**src/aod_pkg.sv**
```systemverilog
// Constants and carrier types for the assembly output decoder
package aod_pkg;

  // Consuming assembly instance numbers
  localparam logic [7:0]  INST_BASIC     = 8'h14;
  localparam logic [7:0]  INST_EXT       = 8'h15;
  localparam logic [7:0]  INST_SPD_TRQ   = 8'h16;
  localparam logic [7:0]  INST_EXT_TRQ   = 8'h17;
  localparam logic [7:0]  INST_CONFIG    = 8'h64;

  // Class attributes
  localparam logic [15:0] CLASS_REVISION = 16'h0002;
  localparam logic [15:0] MAX_INSTANCE   = 16'h0064;

  // Selector value that means "no data"
  localparam logic [15:0] SEL_NONE       = 16'h270f;
  localparam int          NUM_ITEMS      = 10;
  localparam int          NUM_SUBIDX     = 5;

  // Frame lengths in bytes
  localparam logic [5:0]  LEN_SPEED      = 6'h04;
  localparam logic [5:0]  LEN_SPEED_TRQ  = 6'h06;

  // Byte positions inside the fixed layouts
  localparam logic [5:0]  BYTE_CTRL      = 6'h00;
  localparam logic [5:0]  BYTE_SPD_LO    = 6'h02;
  localparam logic [5:0]  BYTE_SPD_HI    = 6'h03;
  localparam logic [5:0]  BYTE_TRQ_LO    = 6'h04;
  localparam logic [5:0]  BYTE_TRQ_HI    = 6'h05;

  // Bit positions in the control byte
  localparam int          BIT_RUN_FWD    = 0;
  localparam int          BIT_RUN_REV    = 1;
  localparam int          BIT_FAULT_RST  = 2;
  localparam int          BIT_NET_CTRL   = 5;
  localparam int          BIT_NET_REF    = 6;

  // Register byte addresses
  localparam logic [7:0]  ADDR_CLASS_REV = 8'h00;
  localparam logic [7:0]  ADDR_MAX_INST  = 8'h04;
  localparam logic [7:0]  ADDR_FORMAT    = 8'h08;
  localparam logic [7:0]  ADDR_IP_CTRL   = 8'h0c;
  localparam logic [7:0]  ADDR_IP_LO     = 8'h10;
  localparam logic [7:0]  ADDR_IP_HI     = 8'h14;
  localparam logic [7:0]  ADDR_STATUS    = 8'h18;
  localparam logic [7:0]  ADDR_SEL_BASE  = 8'h20;
  localparam logic [7:0]  ADDR_SUB_BASE  = 8'h48;
  localparam logic [7:0]  ADDR_VAL_BASE  = 8'h60;

  // Values after reset
  localparam logic [15:0] RST_FORMAT     = 16'h270f;
  localparam logic [15:0] RST_SELECTOR   = 16'h270f;
  localparam logic [15:0] RST_SUBIDX     = 16'h0000;
  localparam logic [31:0] RST_IP         = 32'h0000_0000;

  // Reject reasons shown in the status register
  localparam logic [2:0]  REJ_NONE       = 3'h0;
  localparam logic [2:0]  REJ_IP         = 3'h1;
  localparam logic [2:0]  REJ_INSTANCE   = 3'h2;
  localparam logic [2:0]  REJ_LENGTH     = 3'h3;
  localparam logic [2:0]  REJ_NO_CONN    = 3'h4;

  typedef struct packed {
    logic [7:0]  inst_no;
    logic [31:0] src_ip;
  } aod_frame_hdr_t;

  typedef struct packed {
    logic        run_fwd;
    logic        run_rev;
    logic        fault_reset;
    logic        net_control_select;
    logic        net_reference_select;
    logic [15:0] speed_ref;
    logic [15:0] torque_ref;
  } aod_drive_cmd_t;

  typedef struct packed {
    logic [3:0]  item;
    logic [15:0] selector;
    logic [7:0]  subindex;
    logic [31:0] value;
  } aod_item_wr_t;

endpackage

```
**src/aod_decoder.sv**
```systemverilog
// Consuming assembly decoder with Avalon-MM configuration registers
// How it works
// - Instances 20-23 fixed, 100 configurable
// - Class revision 0002h, max instance read-only
// - Instance data is read-only, one word per user item
// - Reject writes from non-permitted IP addresses
// - Instance 14h: fwd, fault reset, speed
// - Instance 15h adds reverse and network selects
// - Instance 16h: basic layout plus torque
// - Instance 17h: extended layout plus torque
// - User item size one to four bytes
// - Selector 9999 gives zero-length item
// - All 9999: no configurable connection
// - Duplicate selectors: lowest wins, others 9999
// - Nonexistent item target: bytes discarded
// - Fixed-format prefix first, items after
// - Items packed in order, low byte first
// - Prefix length zero, four or six bytes
// - Subindex from lower/upper parameter half
//
// The Avalon-MM slave port and the register addresses were decided locally.
`timescale 1ns/1ps
module aod_decoder (
  // Clock and reset
  input  wire logic                    clk,
  input  wire logic                    sys_rst,
  // Avalon-MM register slave
  input  wire logic [7:0]              avs_address,
  input  wire logic                    avs_read,
  input  wire logic                    avs_write,
  input  wire logic [31:0]             avs_writedata,
  input  wire logic [3:0]              avs_byteenable,
  output logic      [31:0]             avs_readdata,
  output logic                         avs_waitrequest,
  // Received frame from the scanner
  input  wire logic                    frm_start,
  input  wire aod_pkg::aod_frame_hdr_t frm_hdr,
  input  wire logic                    frm_valid,
  input  wire logic [7:0]              frm_data,
  input  wire logic                    frm_last,
  output logic                         frm_done,
  output logic                         frm_ok,
  // Item table of the drive
  input  wire logic [9:0]              item_exists,
  input  wire logic [9:0][1:0]         item_size_m1,
  // Drive side
  output aod_pkg::aod_drive_cmd_t      cmd,
  output logic                         cmd_update,
  output aod_pkg::aod_item_wr_t        item_wr,
  output logic                         item_wr_valid,
  output logic                         conn_enabled
);
  typedef enum {ST_IDLE, ST_RECV} aod_state_t;

  function automatic logic [5:0] fixed_len(input logic [15:0] f);
    if (f == 16'(aod_pkg::INST_BASIC) || f == 16'(aod_pkg::INST_EXT)) begin
      fixed_len = aod_pkg::LEN_SPEED;
    end else if (f == 16'(aod_pkg::INST_SPD_TRQ) ||
                 f == 16'(aod_pkg::INST_EXT_TRQ)) begin
      fixed_len = aod_pkg::LEN_SPEED_TRQ;
    end else begin
      fixed_len = 6'h00;
    end
  endfunction

  function automatic logic is_ext(input logic [7:0] f);
    is_ext = (f == aod_pkg::INST_EXT) || (f == aod_pkg::INST_EXT_TRQ);
  endfunction

  function automatic logic has_trq(input logic [7:0] f);
    has_trq = (f == aod_pkg::INST_SPD_TRQ) || (f == aod_pkg::INST_EXT_TRQ);
  endfunction

  function automatic logic [31:0] be_merge(input logic [31:0] old,
                                           input logic [31:0] wd,
                                           input logic [3:0]  be);
    for (int i = 0; i < 4; i++) begin
      be_merge[8*i +: 8] = be[i] ? wd[8*i +: 8] : old[8*i +: 8];
    end
  endfunction

  // Configuration registers
  logic [15:0] fmt_sel;
  logic [15:0] sel [aod_pkg::NUM_ITEMS];
  logic [15:0] subidx [aod_pkg::NUM_SUBIDX];
  logic        ip_check;
  logic [31:0] ip_lo;
  logic [31:0] ip_hi;
  logic [15:0] ok_count;
  logic [2:0]  last_rej;
  logic        ack;
  logic        rd_mem;
  logic [31:0] rd_reg;
  logic [15:0] next_fmt_sel;
  logic [15:0] next_sel [aod_pkg::NUM_ITEMS];
  logic [15:0] next_subidx [aod_pkg::NUM_SUBIDX];
  logic        next_ip_check;
  logic [31:0] next_ip_lo;
  logic [31:0] next_ip_hi;
  logic        next_ack;
  logic        next_rd_mem;
  logic [31:0] next_rd_reg;
  logic [31:0] mem_rdata;
  logic [3:0]  mem_raddr;
  logic [7:0]  sel_off;
  logic [7:0]  sub_off;
  logic [7:0]  val_off;

  // Frame state
  aod_state_t  state;
  aod_state_t  next_state;
  logic [5:0]  pos;
  logic [5:0]  next_pos;
  logic        accept;
  logic        next_accept;
  logic [2:0]  rej;
  logic [2:0]  next_rej;
  logic [7:0]  fmt;
  logic [7:0]  next_fmt;
  logic [5:0]  exp_len;
  logic [5:0]  next_exp_len;
  logic [5:0]  pref_len;
  logic [5:0]  next_pref_len;
  logic        overrun;
  logic        next_overrun;
  logic [7:0]  st_ctrl;
  logic [7:0]  next_st_ctrl;
  logic [15:0] st_spd;
  logic [15:0] next_st_spd;
  logic [15:0] st_trq;
  logic [15:0] next_st_trq;
  logic [31:0] acc;
  logic [31:0] next_acc;
  aod_pkg::aod_drive_cmd_t next_cmd;
  aod_pkg::aod_item_wr_t   next_item_wr;
  logic        next_item_wr_valid;
  logic        next_cmd_update;
  logic        next_frm_done;
  logic        next_frm_ok;
  logic [15:0] next_ok_count;
  logic [2:0]  next_last_rej;

  // Item layout
  logic [2:0]  len [aod_pkg::NUM_ITEMS];
  logic [5:0]  off [aod_pkg::NUM_ITEMS];
  logic [5:0]  total_len;
  logic [9:0]  hit;
  logic        all_none;

  // Effective item lengths with duplicate removal
  always_comb begin
    logic dup;
    logic [5:0] run;
    dup      = 1'b0;
    run      = fixed_len(fmt_sel);
    all_none = (fmt_sel == aod_pkg::SEL_NONE);
    for (int k = 0; k < aod_pkg::NUM_ITEMS; k++) begin
      dup = 1'b0;
      for (int j = 0; j < k; j++) begin
        if (sel[j] == sel[k]) begin
          dup = 1'b1;
        end
      end
      if (sel[k] == aod_pkg::SEL_NONE || dup) begin
        len[k] = 3'h0;
      end else begin
        len[k] = {1'b0, item_size_m1[k]} + 3'h1;
      end
      all_none = all_none && (sel[k] == aod_pkg::SEL_NONE);
      off[k]   = run;
      run      = run + {3'h0, len[k]};
    end
    total_len = run;
  end

  assign conn_enabled = ~all_none;

  // Which item holds the current byte
  for (genvar g = 0; g < aod_pkg::NUM_ITEMS; g++) begin : g_hit
    assign hit[g] = (len[g] != 3'h0) && (pos >= off[g]) &&
                    (pos < off[g] + {3'h0, len[g]});
  end

  // Register slave: one wait cycle, answer on the second edge
  assign avs_waitrequest = (avs_read | avs_write) & ~ack;
  assign avs_readdata    = rd_mem ? mem_rdata : rd_reg;
  assign sel_off         = avs_address - aod_pkg::ADDR_SEL_BASE;
  assign sub_off         = avs_address - aod_pkg::ADDR_SUB_BASE;
  assign val_off         = avs_address - aod_pkg::ADDR_VAL_BASE;
  assign mem_raddr       = val_off[5:2];

  always_comb begin
    next_ack      = (avs_read | avs_write) & ~ack;
    next_rd_mem   = 1'b0;
    next_rd_reg   = 32'h0000_0000;
    next_fmt_sel  = fmt_sel;
    next_sel      = sel;
    next_subidx   = subidx;
    next_ip_check = ip_check;
    next_ip_lo    = ip_lo;
    next_ip_hi    = ip_hi;
    if (avs_read & ~ack) begin
      case (avs_address)
        aod_pkg::ADDR_CLASS_REV: next_rd_reg = {16'h0000,
                                                aod_pkg::CLASS_REVISION};
        aod_pkg::ADDR_MAX_INST:  next_rd_reg = {16'h0000,
                                                aod_pkg::MAX_INSTANCE};
        aod_pkg::ADDR_FORMAT:    next_rd_reg = {16'h0000, fmt_sel};
        aod_pkg::ADDR_IP_CTRL:   next_rd_reg = {31'h0, ip_check};
        aod_pkg::ADDR_IP_LO:     next_rd_reg = ip_lo;
        aod_pkg::ADDR_IP_HI:     next_rd_reg = ip_hi;
        aod_pkg::ADDR_STATUS:    next_rd_reg = {ok_count, 12'h000,
                                                last_rej, conn_enabled};
        default: begin
          if (sel_off < 8'h28 && sel_off[1:0] == 2'h0) begin
            next_rd_reg = {16'h0000, sel[sel_off[5:2]]};
          end else if (sub_off < 8'h14 && sub_off[1:0] == 2'h0) begin
            next_rd_reg = {16'h0000, subidx[sub_off[4:2]]};
          end else if (val_off < 8'h28 && val_off[1:0] == 2'h0) begin
            next_rd_mem = 1'b1;
          end
        end
      endcase
    end
    if (avs_write & ack) begin
      case (avs_address)
        aod_pkg::ADDR_FORMAT:  next_fmt_sel = 16'(be_merge({16'h0000, fmt_sel},
                                              avs_writedata, avs_byteenable));
        aod_pkg::ADDR_IP_CTRL: begin
          if (avs_byteenable[0]) begin
            next_ip_check = avs_writedata[0];
          end
        end
        aod_pkg::ADDR_IP_LO:   next_ip_lo = be_merge(ip_lo, avs_writedata,
                                                     avs_byteenable);
        aod_pkg::ADDR_IP_HI:   next_ip_hi = be_merge(ip_hi, avs_writedata,
                                                     avs_byteenable);
        default: begin
          if (sel_off < 8'h28 && sel_off[1:0] == 2'h0) begin
            next_sel[sel_off[5:2]] = 16'(be_merge({16'h0000,
              sel[sel_off[5:2]]}, avs_writedata, avs_byteenable));
          end else if (sub_off < 8'h14 && sub_off[1:0] == 2'h0) begin
            next_subidx[sub_off[4:2]] = 16'(be_merge({16'h0000,
              subidx[sub_off[4:2]]}, avs_writedata, avs_byteenable));
          end
        end
      endcase
    end
  end

  always_ff @(posedge clk or posedge sys_rst) begin
    if (sys_rst) begin
      ack      <= 1'b0;
      rd_mem   <= 1'b0;
      rd_reg   <= 32'h0000_0000;
      fmt_sel  <= aod_pkg::RST_FORMAT;
      ip_check <= 1'b0;
      ip_lo    <= aod_pkg::RST_IP;
      ip_hi    <= aod_pkg::RST_IP;
      for (int k = 0; k < aod_pkg::NUM_ITEMS; k++) begin
        sel[k] <= aod_pkg::RST_SELECTOR;
      end
      for (int k = 0; k < aod_pkg::NUM_SUBIDX; k++) begin
        subidx[k] <= aod_pkg::RST_SUBIDX;
      end
    end else begin
      ack      <= next_ack;
      rd_mem   <= next_rd_mem;
      rd_reg   <= next_rd_reg;
      fmt_sel  <= next_fmt_sel;
      ip_check <= next_ip_check;
      ip_lo    <= next_ip_lo;
      ip_hi    <= next_ip_hi;
      sel      <= next_sel;
      subidx   <= next_subidx;
    end
  end

  // Frame reception and decoding
  always_comb begin
    logic [3:0] k;
    logic [5:0] b;
    k                  = 4'h0;
    b                  = 6'h00;
    next_state         = state;
    next_pos           = pos;
    next_accept        = accept;
    next_rej           = rej;
    next_fmt           = fmt;
    next_exp_len       = exp_len;
    next_pref_len      = pref_len;
    next_overrun       = overrun;
    next_st_ctrl       = st_ctrl;
    next_st_spd        = st_spd;
    next_st_trq        = st_trq;
    next_acc           = acc;
    next_cmd           = cmd;
    next_item_wr       = item_wr;
    next_item_wr_valid = 1'b0;
    next_cmd_update    = 1'b0;
    next_frm_done      = 1'b0;
    next_frm_ok        = frm_ok;
    next_ok_count      = ok_count;
    next_last_rej      = last_rej;
    if (frm_start) begin
      next_state    = ST_RECV;
      next_pos      = 6'h00;
      next_overrun  = 1'b0;
      next_rej      = aod_pkg::REJ_NONE;
      next_fmt      = frm_hdr.inst_no;
      next_exp_len  = fixed_len({8'h00, frm_hdr.inst_no});
      next_pref_len = next_exp_len;
      if (frm_hdr.inst_no == aod_pkg::INST_CONFIG) begin
        next_fmt      = fmt_sel[7:0];
        next_pref_len = fixed_len(fmt_sel);
        next_exp_len  = total_len;
        if (all_none) begin
          next_rej = aod_pkg::REJ_NO_CONN;
        end
      end else if (next_exp_len == 6'h00) begin
        next_rej = aod_pkg::REJ_INSTANCE;
      end
      if (ip_check && (frm_hdr.src_ip < ip_lo || frm_hdr.src_ip > ip_hi)) begin
        next_rej = aod_pkg::REJ_IP;
      end
      next_accept = (next_rej == aod_pkg::REJ_NONE);
    end else if (state == ST_RECV && frm_valid) begin
      next_pos     = pos + 6'h01;
      next_overrun = overrun | (pos == 6'h3f);
      if (accept && pos < pref_len) begin
        case (pos)
          aod_pkg::BYTE_CTRL:   next_st_ctrl = frm_data;
          aod_pkg::BYTE_SPD_LO: next_st_spd[7:0] = frm_data;
          aod_pkg::BYTE_SPD_HI: next_st_spd[15:8] = frm_data;
          aod_pkg::BYTE_TRQ_LO: next_st_trq[7:0] = frm_data;
          aod_pkg::BYTE_TRQ_HI: next_st_trq[15:8] = frm_data;
          default: next_st_ctrl = st_ctrl;
        endcase
      end else if (accept && hit != 10'h000) begin
        for (int i = aod_pkg::NUM_ITEMS - 1; i >= 0; i--) begin
          if (hit[i]) begin
            k = 4'(i);
          end
        end
        b = pos - off[k];
        if (b == 6'h00) begin
          next_acc = {24'h000000, frm_data};
        end else begin
          next_acc[8*b[1:0] +: 8] = frm_data;
        end
        if (b[2:0] == len[k] - 3'h1 && item_exists[k]) begin
          next_item_wr_valid    = 1'b1;
          next_item_wr.item     = k;
          next_item_wr.selector = sel[k];
          next_item_wr.subindex = k[0] ? subidx[k[3:1]][15:8]
                                       : subidx[k[3:1]][7:0];
          next_item_wr.value    = next_acc;
        end
      end
      if (frm_last) begin
        next_state    = ST_IDLE;
        next_frm_done = 1'b1;
        if (accept && (next_overrun || next_pos != exp_len)) begin
          next_rej = aod_pkg::REJ_LENGTH;
        end
        next_frm_ok   = (next_rej == aod_pkg::REJ_NONE);
        next_last_rej = next_rej;
        if (next_frm_ok) begin
          next_ok_count = ok_count + 16'h0001;
        end
        if (next_frm_ok && pref_len != 6'h00) begin
          next_cmd_update              = 1'b1;
          next_cmd.run_fwd             = next_st_ctrl[aod_pkg::BIT_RUN_FWD];
          next_cmd.fault_reset         = next_st_ctrl[aod_pkg::BIT_FAULT_RST];
          next_cmd.speed_ref           = next_st_spd;
          next_cmd.run_rev             = is_ext(fmt) &
                                         next_st_ctrl[aod_pkg::BIT_RUN_REV];
          next_cmd.net_control_select  = is_ext(fmt) &
                                         next_st_ctrl[aod_pkg::BIT_NET_CTRL];
          next_cmd.net_reference_select = is_ext(fmt) &
                                         next_st_ctrl[aod_pkg::BIT_NET_REF];
          if (has_trq(fmt)) begin
            next_cmd.torque_ref = next_st_trq;
          end
        end
      end
    end
  end

  always_ff @(posedge clk or posedge sys_rst) begin
    if (sys_rst) begin
      state         <= ST_IDLE;
      pos           <= 6'h00;
      accept        <= 1'b0;
      rej           <= aod_pkg::REJ_NONE;
      fmt           <= 8'h00;
      exp_len       <= 6'h00;
      pref_len      <= 6'h00;
      overrun       <= 1'b0;
      st_ctrl       <= 8'h00;
      st_spd        <= 16'h0000;
      st_trq        <= 16'h0000;
      acc           <= 32'h0000_0000;
      cmd           <= '0;
      item_wr       <= '0;
      item_wr_valid <= 1'b0;
      cmd_update    <= 1'b0;
      frm_done      <= 1'b0;
      frm_ok        <= 1'b0;
      ok_count      <= 16'h0000;
      last_rej      <= aod_pkg::REJ_NONE;
    end else begin
      state         <= next_state;
      pos           <= next_pos;
      accept        <= next_accept;
      rej           <= next_rej;
      fmt           <= next_fmt;
      exp_len       <= next_exp_len;
      pref_len      <= next_pref_len;
      overrun       <= next_overrun;
      st_ctrl       <= next_st_ctrl;
      st_spd        <= next_st_spd;
      st_trq        <= next_st_trq;
      acc           <= next_acc;
      cmd           <= next_cmd;
      item_wr       <= next_item_wr;
      item_wr_valid <= next_item_wr_valid;
      cmd_update    <= next_cmd_update;
      frm_done      <= next_frm_done;
      frm_ok        <= next_frm_ok;
      ok_count      <= next_ok_count;
      last_rej      <= next_last_rej;
    end
  end

  // Last value of each user item, readable as instance data
  aod_item_mem u_item_mem (
    .clk     (clk),
    .sys_rst (sys_rst),
    .wr_en   (next_item_wr_valid),
    .wr_addr (next_item_wr.item),
    .wr_data (next_item_wr.value),
    .rd_addr (mem_raddr),
    .rd_data (mem_rdata)
  );
endmodule // aod_decoder

```
**src/aod_item_mem.sv**
```systemverilog
// Ten-word store of the last received user item values
`timescale 1ns/1ps
module aod_item_mem (
  // Clock and reset
  input  wire logic        clk,
  input  wire logic        sys_rst,
  // Write port
  input  wire logic        wr_en,
  input  wire logic [3:0]  wr_addr,
  input  wire logic [31:0] wr_data,
  // Read port
  input  wire logic [3:0]  rd_addr,
  output logic      [31:0] rd_data
);
  logic [31:0] mem [aod_pkg::NUM_ITEMS];

  always_ff @(posedge clk) begin
    if (wr_en) begin
      mem[wr_addr] <= wr_data;
    end
  end

  always_ff @(posedge clk or posedge sys_rst) begin
    if (sys_rst) begin
      rd_data <= 32'h0000_0000;
    end else if (rd_addr < 4'(aod_pkg::NUM_ITEMS)) begin
      rd_data <= mem[rd_addr];
    end else begin
      rd_data <= 32'h0000_0000;
    end
  end
endmodule // aod_item_mem

```
**config.mk**
```make
export PLATFORM = sky130hd
export DESIGN_NAME = aod_decoder
export DESIGN_NICKNAME = d
export VERILOG_FILES = /design/src/aod_pkg.sv /design/src/aod_decoder.sv /design/src/aod_item_mem.sv
export SDC_FILE = /design/constraint.sdc
export NUM_CORES = 2
export LEC_CHECK = 0
export BUFFER_PORTS_ARGS = -buffer_cell sky130_fd_sc_hd__buf_4
export CORE_MARGIN = 2
export CORE_UTILIZATION = 45
export CTS_BUF_LIST = sky130_fd_sc_hd__clkbuf_8
export DETAILED_ROUTE_END_ITERATION = 16
export SYNTH_ARGS = -nofsm -noshare
export SYNTH_HDL_FRONTEND = slang
export SYNTH_SLANG_ARGS = --single-unit
```
**constraint.sdc**
```tcl
create_clock -name clk -period 24.1 [get_ports clk]
set_input_delay 3.615 -clock clk [delete_from_list [all_inputs] [get_ports clk]]
set_output_delay 3.615 -clock clk [all_outputs]
set_load 0.05 [all_outputs]
```
# Word-level counts from Yosys, hierarchy flattened

Memories as Yosys holds them, arrays and structs flattened.
Index checks and enable logic that the tools add are counted.

Register bits after elaboration: 639
RAM bits: 320
Output and inout port bits: 135
Memories: 1

Add/subtract/negate cells: 28
$lt $le $gt $ge: 34
Eq/ne operators: 82
Shifts and indexed selects: 2
Multiplexer cells: 169
Bitwise operators: 18
Reductions and logical operators: 105

Memories:

| memory         | words | width | read ports | clocked after memory_dff | write ports | RTL line           | text |
|---|---|---|---|---|---|---|---|
| u_item_mem.mem | 10    | 32    | 1          | 0                        | 1           | aod_item_mem.sv:15 | `logic [31:0] mem [aod_pkg::NUM_ITEMS];` |

Operators with widths:

| cell                                                               | number |
|---|---|
| 16-bit == test                                                     | 45 |
| 60-bit 2-to-1 mux                                                  | 5 |
| 16-bit 2-to-1 mux                                                  | 14 |
| 32-bit 2-to-1 mux                                                  | 7 |
| 32-bit one-hot mux with 7 select lines                             | 1 |
| 16-bit by 14-bit == test with 1-bit output (second input constant) | 11 |
| 160-bit bitwise mux                                                | 1 |
| 16-bit binary-select mux with 4-bit select                         | 2 |
| 16-bit binary-select mux with 3-bit select                         | 2 |
| 3-bit 2-to-1 mux                                                   | 27 |
| 80-bit bitwise mux                                                 | 1 |
| 8-bit by 5-bit == test with 1-bit output (second input constant)   | 10 |
| 8-bit 2-to-1 mux                                                   | 10 |
| 1-bit 2-to-1 mux                                                   | 67 |
| 6-bit less-than comparator                                         | 11 |
| 16-bit demux with 4-bit select                                     | 1 |
| 16-bit by 5-bit == test with 1-bit output (second input constant)  | 4 |
| 6-bit by 3-bit adder with 6-bit output                             | 10 |
| 6-bit >= comparator                                                | 10 |
| 4-bit 2-to-1 mux                                                   | 14 |
| 16-bit demux with 3-bit select                                     | 1 |
| 1-bit logical AND                                                  | 42 |
| 6-bit 2-to-1 mux                                                   | 7 |
| 3-bit AND reduction                                                | 13 |
| other kinds (54)                                                   | 122 |

# Logic depth before layout (Yosys ltp)

Depth in word-level cells: 44
Depth in mapped cells: 64
Mapped depth without buffers: 59

# Cells and area by module

Synthesis repeated with hierarchy kept, for this count alone.

Cells, all modules: 5,384
Area, all modules: 57,111.0 µm²

By module, submodules not included:

| module       | instances | cells each | area each (µm²) | seq. area each (µm²) |
|---|---|---|---|---|
| aod_decoder  | 1         | 4,715      | 43,879.6        | 14,423.8 |
| aod_item_mem | 1         | 669        | 13,231.4        | 10,410.0 |

# Worst setup path before layout

OpenSTA, ideal clock, no wires.

Kind: input -> register
From: input port item_size_m1[0] in the netlist's numbering
To: memory u_item_mem.mem[1][0], enable pin
Setup time: 0.392 ns
Arrival time: 15.221 ns
Setup slack: 8.487 ns
Cell stages on the path: 53
Path buffers: 7
Path through: ha_1 -> nand2_1 -> inv_1 -> ha_1 -> fa_1 -> ha_1 -> xor2_1 -> inv_1 -> ha_1 -> xor2_1 -> ha_1 -> xor2_1 -> ha_1 -> xnor2_1 -> inv_1 -> ha_1 -> xor2_1 -> ha_1 -> [17 not listed] -> o21a_1 -> clkbuf_1 -> buf_2 -> buf_2 -> clkbuf_1 -> nor2_1 -> a211oi_1 -> nor3_1 -> o31ai_1 -> fa_1 -> xnor2_1 -> a211oi_1 -> o31a_1 -> buf_1 -> and3_4 -> buf_12 -> buf_4 -> and3_1

Cells in the longest elaborated chain, start to end: 42
Elaborated cells between the ends (all ways): 93
Those cells by class: 13 x add/sub; 19 x order compare; 1 x eq/ne; 35 x mux; 1 x bitwise; 24 x reduce/logical

RTL lines:

| what                                                                                 | RTL line                               | text |
|---|---|---|
| from (decl)                                                                          | aod_decoder.sv:45                      | `input wire logic [9:0][1:0] item_size_m1,` |
| 2-bit by 1-bit adder with 3-bit output *                                             | aod_decoder.sv:167                     | `len[k] = {1'b0, item_size_m1[k]} + 3'h1;` |
| 3-bit 2-to-1 mux *                                                                   | aod_decoder.sv:164                     | `if (sel[k] == aod_pkg::SEL_NONE \|\| dup) begin` |
| 6-bit by 3-bit adder with 6-bit output (9 in series)                                 | aod_decoder.sv:171, aod_decoder.sv:181 |  |
| 6-bit by 3-bit adder with 6-bit output / 6-bit >= comparator (equally long branches) | aod_decoder.sv:181, aod_decoder.sv:180 |  |
| 6-bit less-than comparator / 1-bit logical AND (equally long branches)               | aod_decoder.sv:181, aod_decoder.sv:180 |  |
| 1-bit logical AND                                                                    | aod_decoder.sv:180                     | `assign hit[g] = (len[g] != 3'h0) && (pos >= off[g]) &&` |
| 4-bit 2-to-1 mux (10 in series)                                                      | aod_decoder.sv:341                     | `if (hit[i]) begin` |
| 4-bit 2-to-1 mux                                                                     | aod_decoder.sv:339                     | `end else if (accept && hit != 10'h000) begin` |
| [10 not listed]                                                                      | --                                     |  |
| 1-bit 2-to-1 mux                                                                     | aod_decoder.sv:351                     | `if (b[2:0] == len[k] - 3'h1 && item_exists[k]) begin` |
| 1-bit 2-to-1 mux *                                                                   | aod_decoder.sv:339                     |  |
| 1-bit 2-to-1 mux *                                                                   | aod_decoder.sv:330                     | `if (accept && pos < pref_len) begin` |
| 1-bit 2-to-1 mux *                                                                   | aod_decoder.sv:327                     | `end else if (state == ST_RECV && frm_valid) begin` |
| 1-bit 2-to-1 mux *                                                                   | aod_decoder.sv:305                     | `if (frm_start) begin` |
| net next_item_wr_valid                                                               | aod_decoder.sv:136                     | `logic next_item_wr_valid;` |
| 1-bit 2-to-1 mux *                                                                   | aod_item_mem.sv:18                     | `if (wr_en) begin` |
| 1-bit 2-to-1 mux (not written as such) *                                             | aod_item_mem.sv:19                     | `mem[wr_addr] <= wr_data;` |
| to (decl)                                                                            | aod_item_mem.sv:15                     |  |

The timed path passes the listed nets; every way through them passes the cells marked *. The select of a mux whose other input is x is not followed.

# Worst setup path after layout

From: input port item_size_m1[0] in the netlist's numbering
To: memory u_item_mem.mem[3][18], enable pin

Cells in the longest elaborated chain, start to end: 42
Elaborated cells between the ends (all ways): 93
Those cells by class: 13 x add/sub; 19 x order compare; 1 x eq/ne; 35 x mux; 1 x bitwise; 24 x reduce/logical

RTL lines:

| what                                                                                 | RTL line |
|---|---|
| 2-bit by 1-bit adder with 3-bit output *                                             | aod_decoder.sv:167 |
| 3-bit 2-to-1 mux *                                                                   | aod_decoder.sv:164 |
| 6-bit by 3-bit adder with 6-bit output (9 in series)                                 | aod_decoder.sv:171, aod_decoder.sv:181 |
| 6-bit by 3-bit adder with 6-bit output / 6-bit >= comparator (equally long branches) | aod_decoder.sv:181, aod_decoder.sv:180 |
| 6-bit less-than comparator / 1-bit logical AND (equally long branches)               | aod_decoder.sv:181, aod_decoder.sv:180 |
| 1-bit logical AND                                                                    | aod_decoder.sv:180 |
| 4-bit 2-to-1 mux (10 in series)                                                      | aod_decoder.sv:341 |
| 4-bit 2-to-1 mux                                                                     | aod_decoder.sv:339 |
| [9 not listed]                                                                       | -- |
| 1-bit logical AND                                                                    | aod_decoder.sv:351 |
| 1-bit 2-to-1 mux                                                                     | aod_decoder.sv:351 |
| 1-bit 2-to-1 mux                                                                     | aod_decoder.sv:339 |
| 1-bit 2-to-1 mux                                                                     | aod_decoder.sv:330 |
| 1-bit 2-to-1 mux                                                                     | aod_decoder.sv:327 |
| 1-bit 2-to-1 mux                                                                     | aod_decoder.sv:305 |
| 1-bit 2-to-1 mux                                                                     | aod_item_mem.sv:18 |
| 1-bit 2-to-1 mux (not written as such)                                               | aod_item_mem.sv:19 |

Every way passes the cells marked *; elsewhere a longest branch is shown, timed or not. The select of a mux whose other input is x is not followed.

==> impl_metrics.csv <==
group,metric,value,unit
clock_network,path_clk_slew,0.06,ns
worst_hold_path,hold_path_depth,2,
layout,largest_registers,"u_item_mem.mem x320, sel x160, subidx x80",
detailed_routing,drt_iter0_markers,6496,
layout,nets,5750,
clock_network,cts_max_path_buffers,3,
clock_network,cts-root-buf,"clkbuf_8",
synth,synth_cell_types,100,
layout,regMostFlops,"u_item_mem.mem",
synth,synth_top_area_share,22.8,%
placed_design,place_congestion,1.05,
detailed_routing,vias,46000,
synth,yosysWarnings,0,
floorplan,ios,264,
timing,fmax,57.5,MHz
synth,synth-edff-count,320,
floorplan,die_h,359,microns
timing,relSlewSlack,6.16,%
pwr,p_leak,30.1,nW
placed_design,port_buffers,263,
setup_path,cp_max_fo,52,
clock_network,cts.sinks,924,
global_routing,antenna_found_initial,14,
timing,setup_viol,0,
global_routing,grt_pass1_wl,325,mm
global_routing,grt_max_degree,148,
detailed_routing,drtAntennaViolNets,0,
floorplan,row_count,130,
synth,ys_dominant_reg_cell,"dfrtp_1",
synth,yosysTopAreaCell,"dfrtp_1",
placed_design,place_hpwl,151,mm
detailed_routing,drt_wl_total,229,mm
timing,fin_crit,17.41,ns
setup_path,r2r_cells,48,
worst_hold_path,hold_class,"register to register",
clock_network,cts_inserted_buffers,161,
floorplan,die_area,129000,sq um
detailed_routing,wire_per_inst,31.7,microns
global_routing,overflow,0,
synth,synth_area_leaders,"dfrtp_1 23%, edfxtp_1 17%, xor2_1 9.1%, mux2_2 5.4%, mux4_2 4.5%",
clock_network,cts_htree_levels,4,
synth,syn_inst,5278,
timing,tns,0,ns
clock_network,cts_hold_buf,0,
global_routing,grt_pass1_vias,44700,
layout,syn_to_final_growth,12.1,%
detailed_routing,post-route-drc-count,0,
setup_path,cp.arrival,17.91,ns
pwr,p_per_area,58.1,nW/um^2
timing,finClkSkew,0.0639,ns
outcome,outcome,"finished clean",
timing,period_share,72.2,%
setup_path,crit_slowest_cell,"and3_2",
setup_path,startpoint_type,"primary input",
detailed_routing,firstDrtPassIters,7,
timing,hold_viol_final,0,
floorplan,start_util,45.2,%
synth,async_flop_share,65.4,%
synth,yosysMostFrequentCell,"xor2_1",
detailed_routing,vias_per_cell,6.37,
flow_run,drv_cap,0,
synth,synth-seq-cells,924,
layout,layout-drive-gt1-share,21.0,%
synth,syn_nets,5598,
synth,netlist_area,56600,sq um
pwr,total_power,3.68,mW
clock_network,cts_setup_buffers,0,
setup_path,cpPeakStageDelay,1.13,ns
floorplan,coreArea,125000,sq um
timing,rsz0062_at_grt,"false",
clock_network,cts_tree,"yes",
clock_network,clock_latency,0.92,ns
setup_path,critPathMostFrequentCell,"ha_1",
synth,ys_seq_area_share,43.9,%
timing,max_slew.worst_pin.slew,1.38,ns
setup_path,end_kind,"register",
synth,synth_common_cells,"586 x xor2_1, 516 x dfrtp_1, 516 x nand2_1, 320 x edfxtp_1, 276 x o21ai_0",
setup_path,critPathKind,"primary input to register",
floorplan,die_w,359,microns
synth,synth_area_per_cell,10.7,sq um
pwr,irDropWorstVdd,54.7,uV
layout,largest_reg_flops,320,
timing,slew_viol_final,0,
clock_network,ctsResizeCount,0,
global_routing,grt_usage,35.3,%
layout,fillers,11400,
setup_path,crit_required,24.60,ns
## final timing paths
| check | from | endpoint | slack, ns |
|---|---|---|---|
| max | item_size_m1[0] | u_item_mem.mem[3][18]$_DFFE_PP_ | 6.69 |
| min | acc[22]$_DFFE_PP0P_ | acc[22]$_DFFE_PP0P_ | 0.47 |
| max reg2reg | sel[140]$_DFFE_PP0P_ | u_item_mem.mem[3][18]$_DFFE_PP_ | 7.89 |
| min reg2reg | acc[22]$_DFFE_PP0P_ | acc[22]$_DFFE_PP0P_ | 0.47 |
| max in group asynchronous | sys_rst | exp_len[4]$_DFFE_PP0P_ | 18.26 |
| min in group asynchronous | sys_rst | cmd[15]$_DFFE_PP0P_ | 2.83 |
## per-layer routing
metal / wire, microns / up-vias / global-route usage [%]
li1: - / 19300 / -
met1: 90900 / 22900 / 47.4
met2: 96600 / 2996 / 51.5
met3: 27900 / 769 / 11.3
met4: 13200 / 8 / 17.3
met5: 46 / - / 0
## cell usage in the layout, fill, tap and decap left out, types with 112 or more instances in the layout
cell and n:
mux2_2 272, ha_1 180, edfxtp_1 320, nand2_1 514, xor2_1 586, o21ai_0 276, buf_4 385, nor2_1 218
xnor2_1 210, inv_1 210, a21oi_1 210, mux4_2 112, dfrtp_1 516, clkbuf_8 192, nand4_1 122, nor4_1 161
mux2i_1 169
## final cells by class
class                           count  area (sq um)  area share, %
Timing Repair Buffer              389          2960           4.66
Tap cell                         1650          2060           3.26
Antenna cell                        7          17.5         0.0276
Clock buffer                      192          2640           4.17
Clock inverter                    104           596          0.939
Multi-Input combinational cell   3808         29700           46.9
Sequential cell                   924         24800           39.2
Inverter                          146           558          0.880
## logic make-up (layout without fill, tap and decap cells)
| group | count (synthesis) | in the layout | synth area share [%] |
|---|---|---|---|
| AO/OA/AOI/OAI | 816 | 816 | 9.05 |
| XOR/XNOR | 804 | 804 | 12.6 |
| adder cells (fa/ha/maj) | 191 | 191 | 4.37 |
| buffers and inverters | 546 | 831 | 3.85 |
| flip-flops | 924 | 924 | 43.9 |
| multiplexers | 614 | 614 | 14.1 |
| other | 0 | 7 | 0 |
| AND/OR/NAND/NOR | 1383 | 1383 | 12.1 |
## stage by stage
step / cells / cell area (sq um) / hold slack [ns] / setup slack, ns / util [%]
3_5_place_dp: 6917 / 60200 / 0.458 / 5.94 / 48.0
3_3_place_gp: 6917 / 60200 / 0.451 / 6.19 / 48.0
6_report: 7220 / 63400 / 0.470 / 6.69 / 50.6
2_1_floorplan: 5278 / 56600 / 0.441 / 3.72 / -
4_1_cts: 7213 / 63400 / 0.471 / 6.87 / 50.6
5_1_grt: 7217 / 63400 / 0.485 / 5.82 / 50.6
## worst max-delay path: cells and delay by family
kind            cells  cell delay [ns]
fa+ha+maj          15             4.96
xor+xnor           10             2.59
simple gates        5             2.18
compound gates      7             2.18
buf+inv            10             1.99
mux                 2             0.34
## power breakdown
group | internal [mW] | switching (mW)
clock network | 0.755 | 0.701
registers | 1.64 | 0.0361
logic | 0.186 | 0.364
total | 2.58 | 1.10
Power figures use the tool's default switching activity.
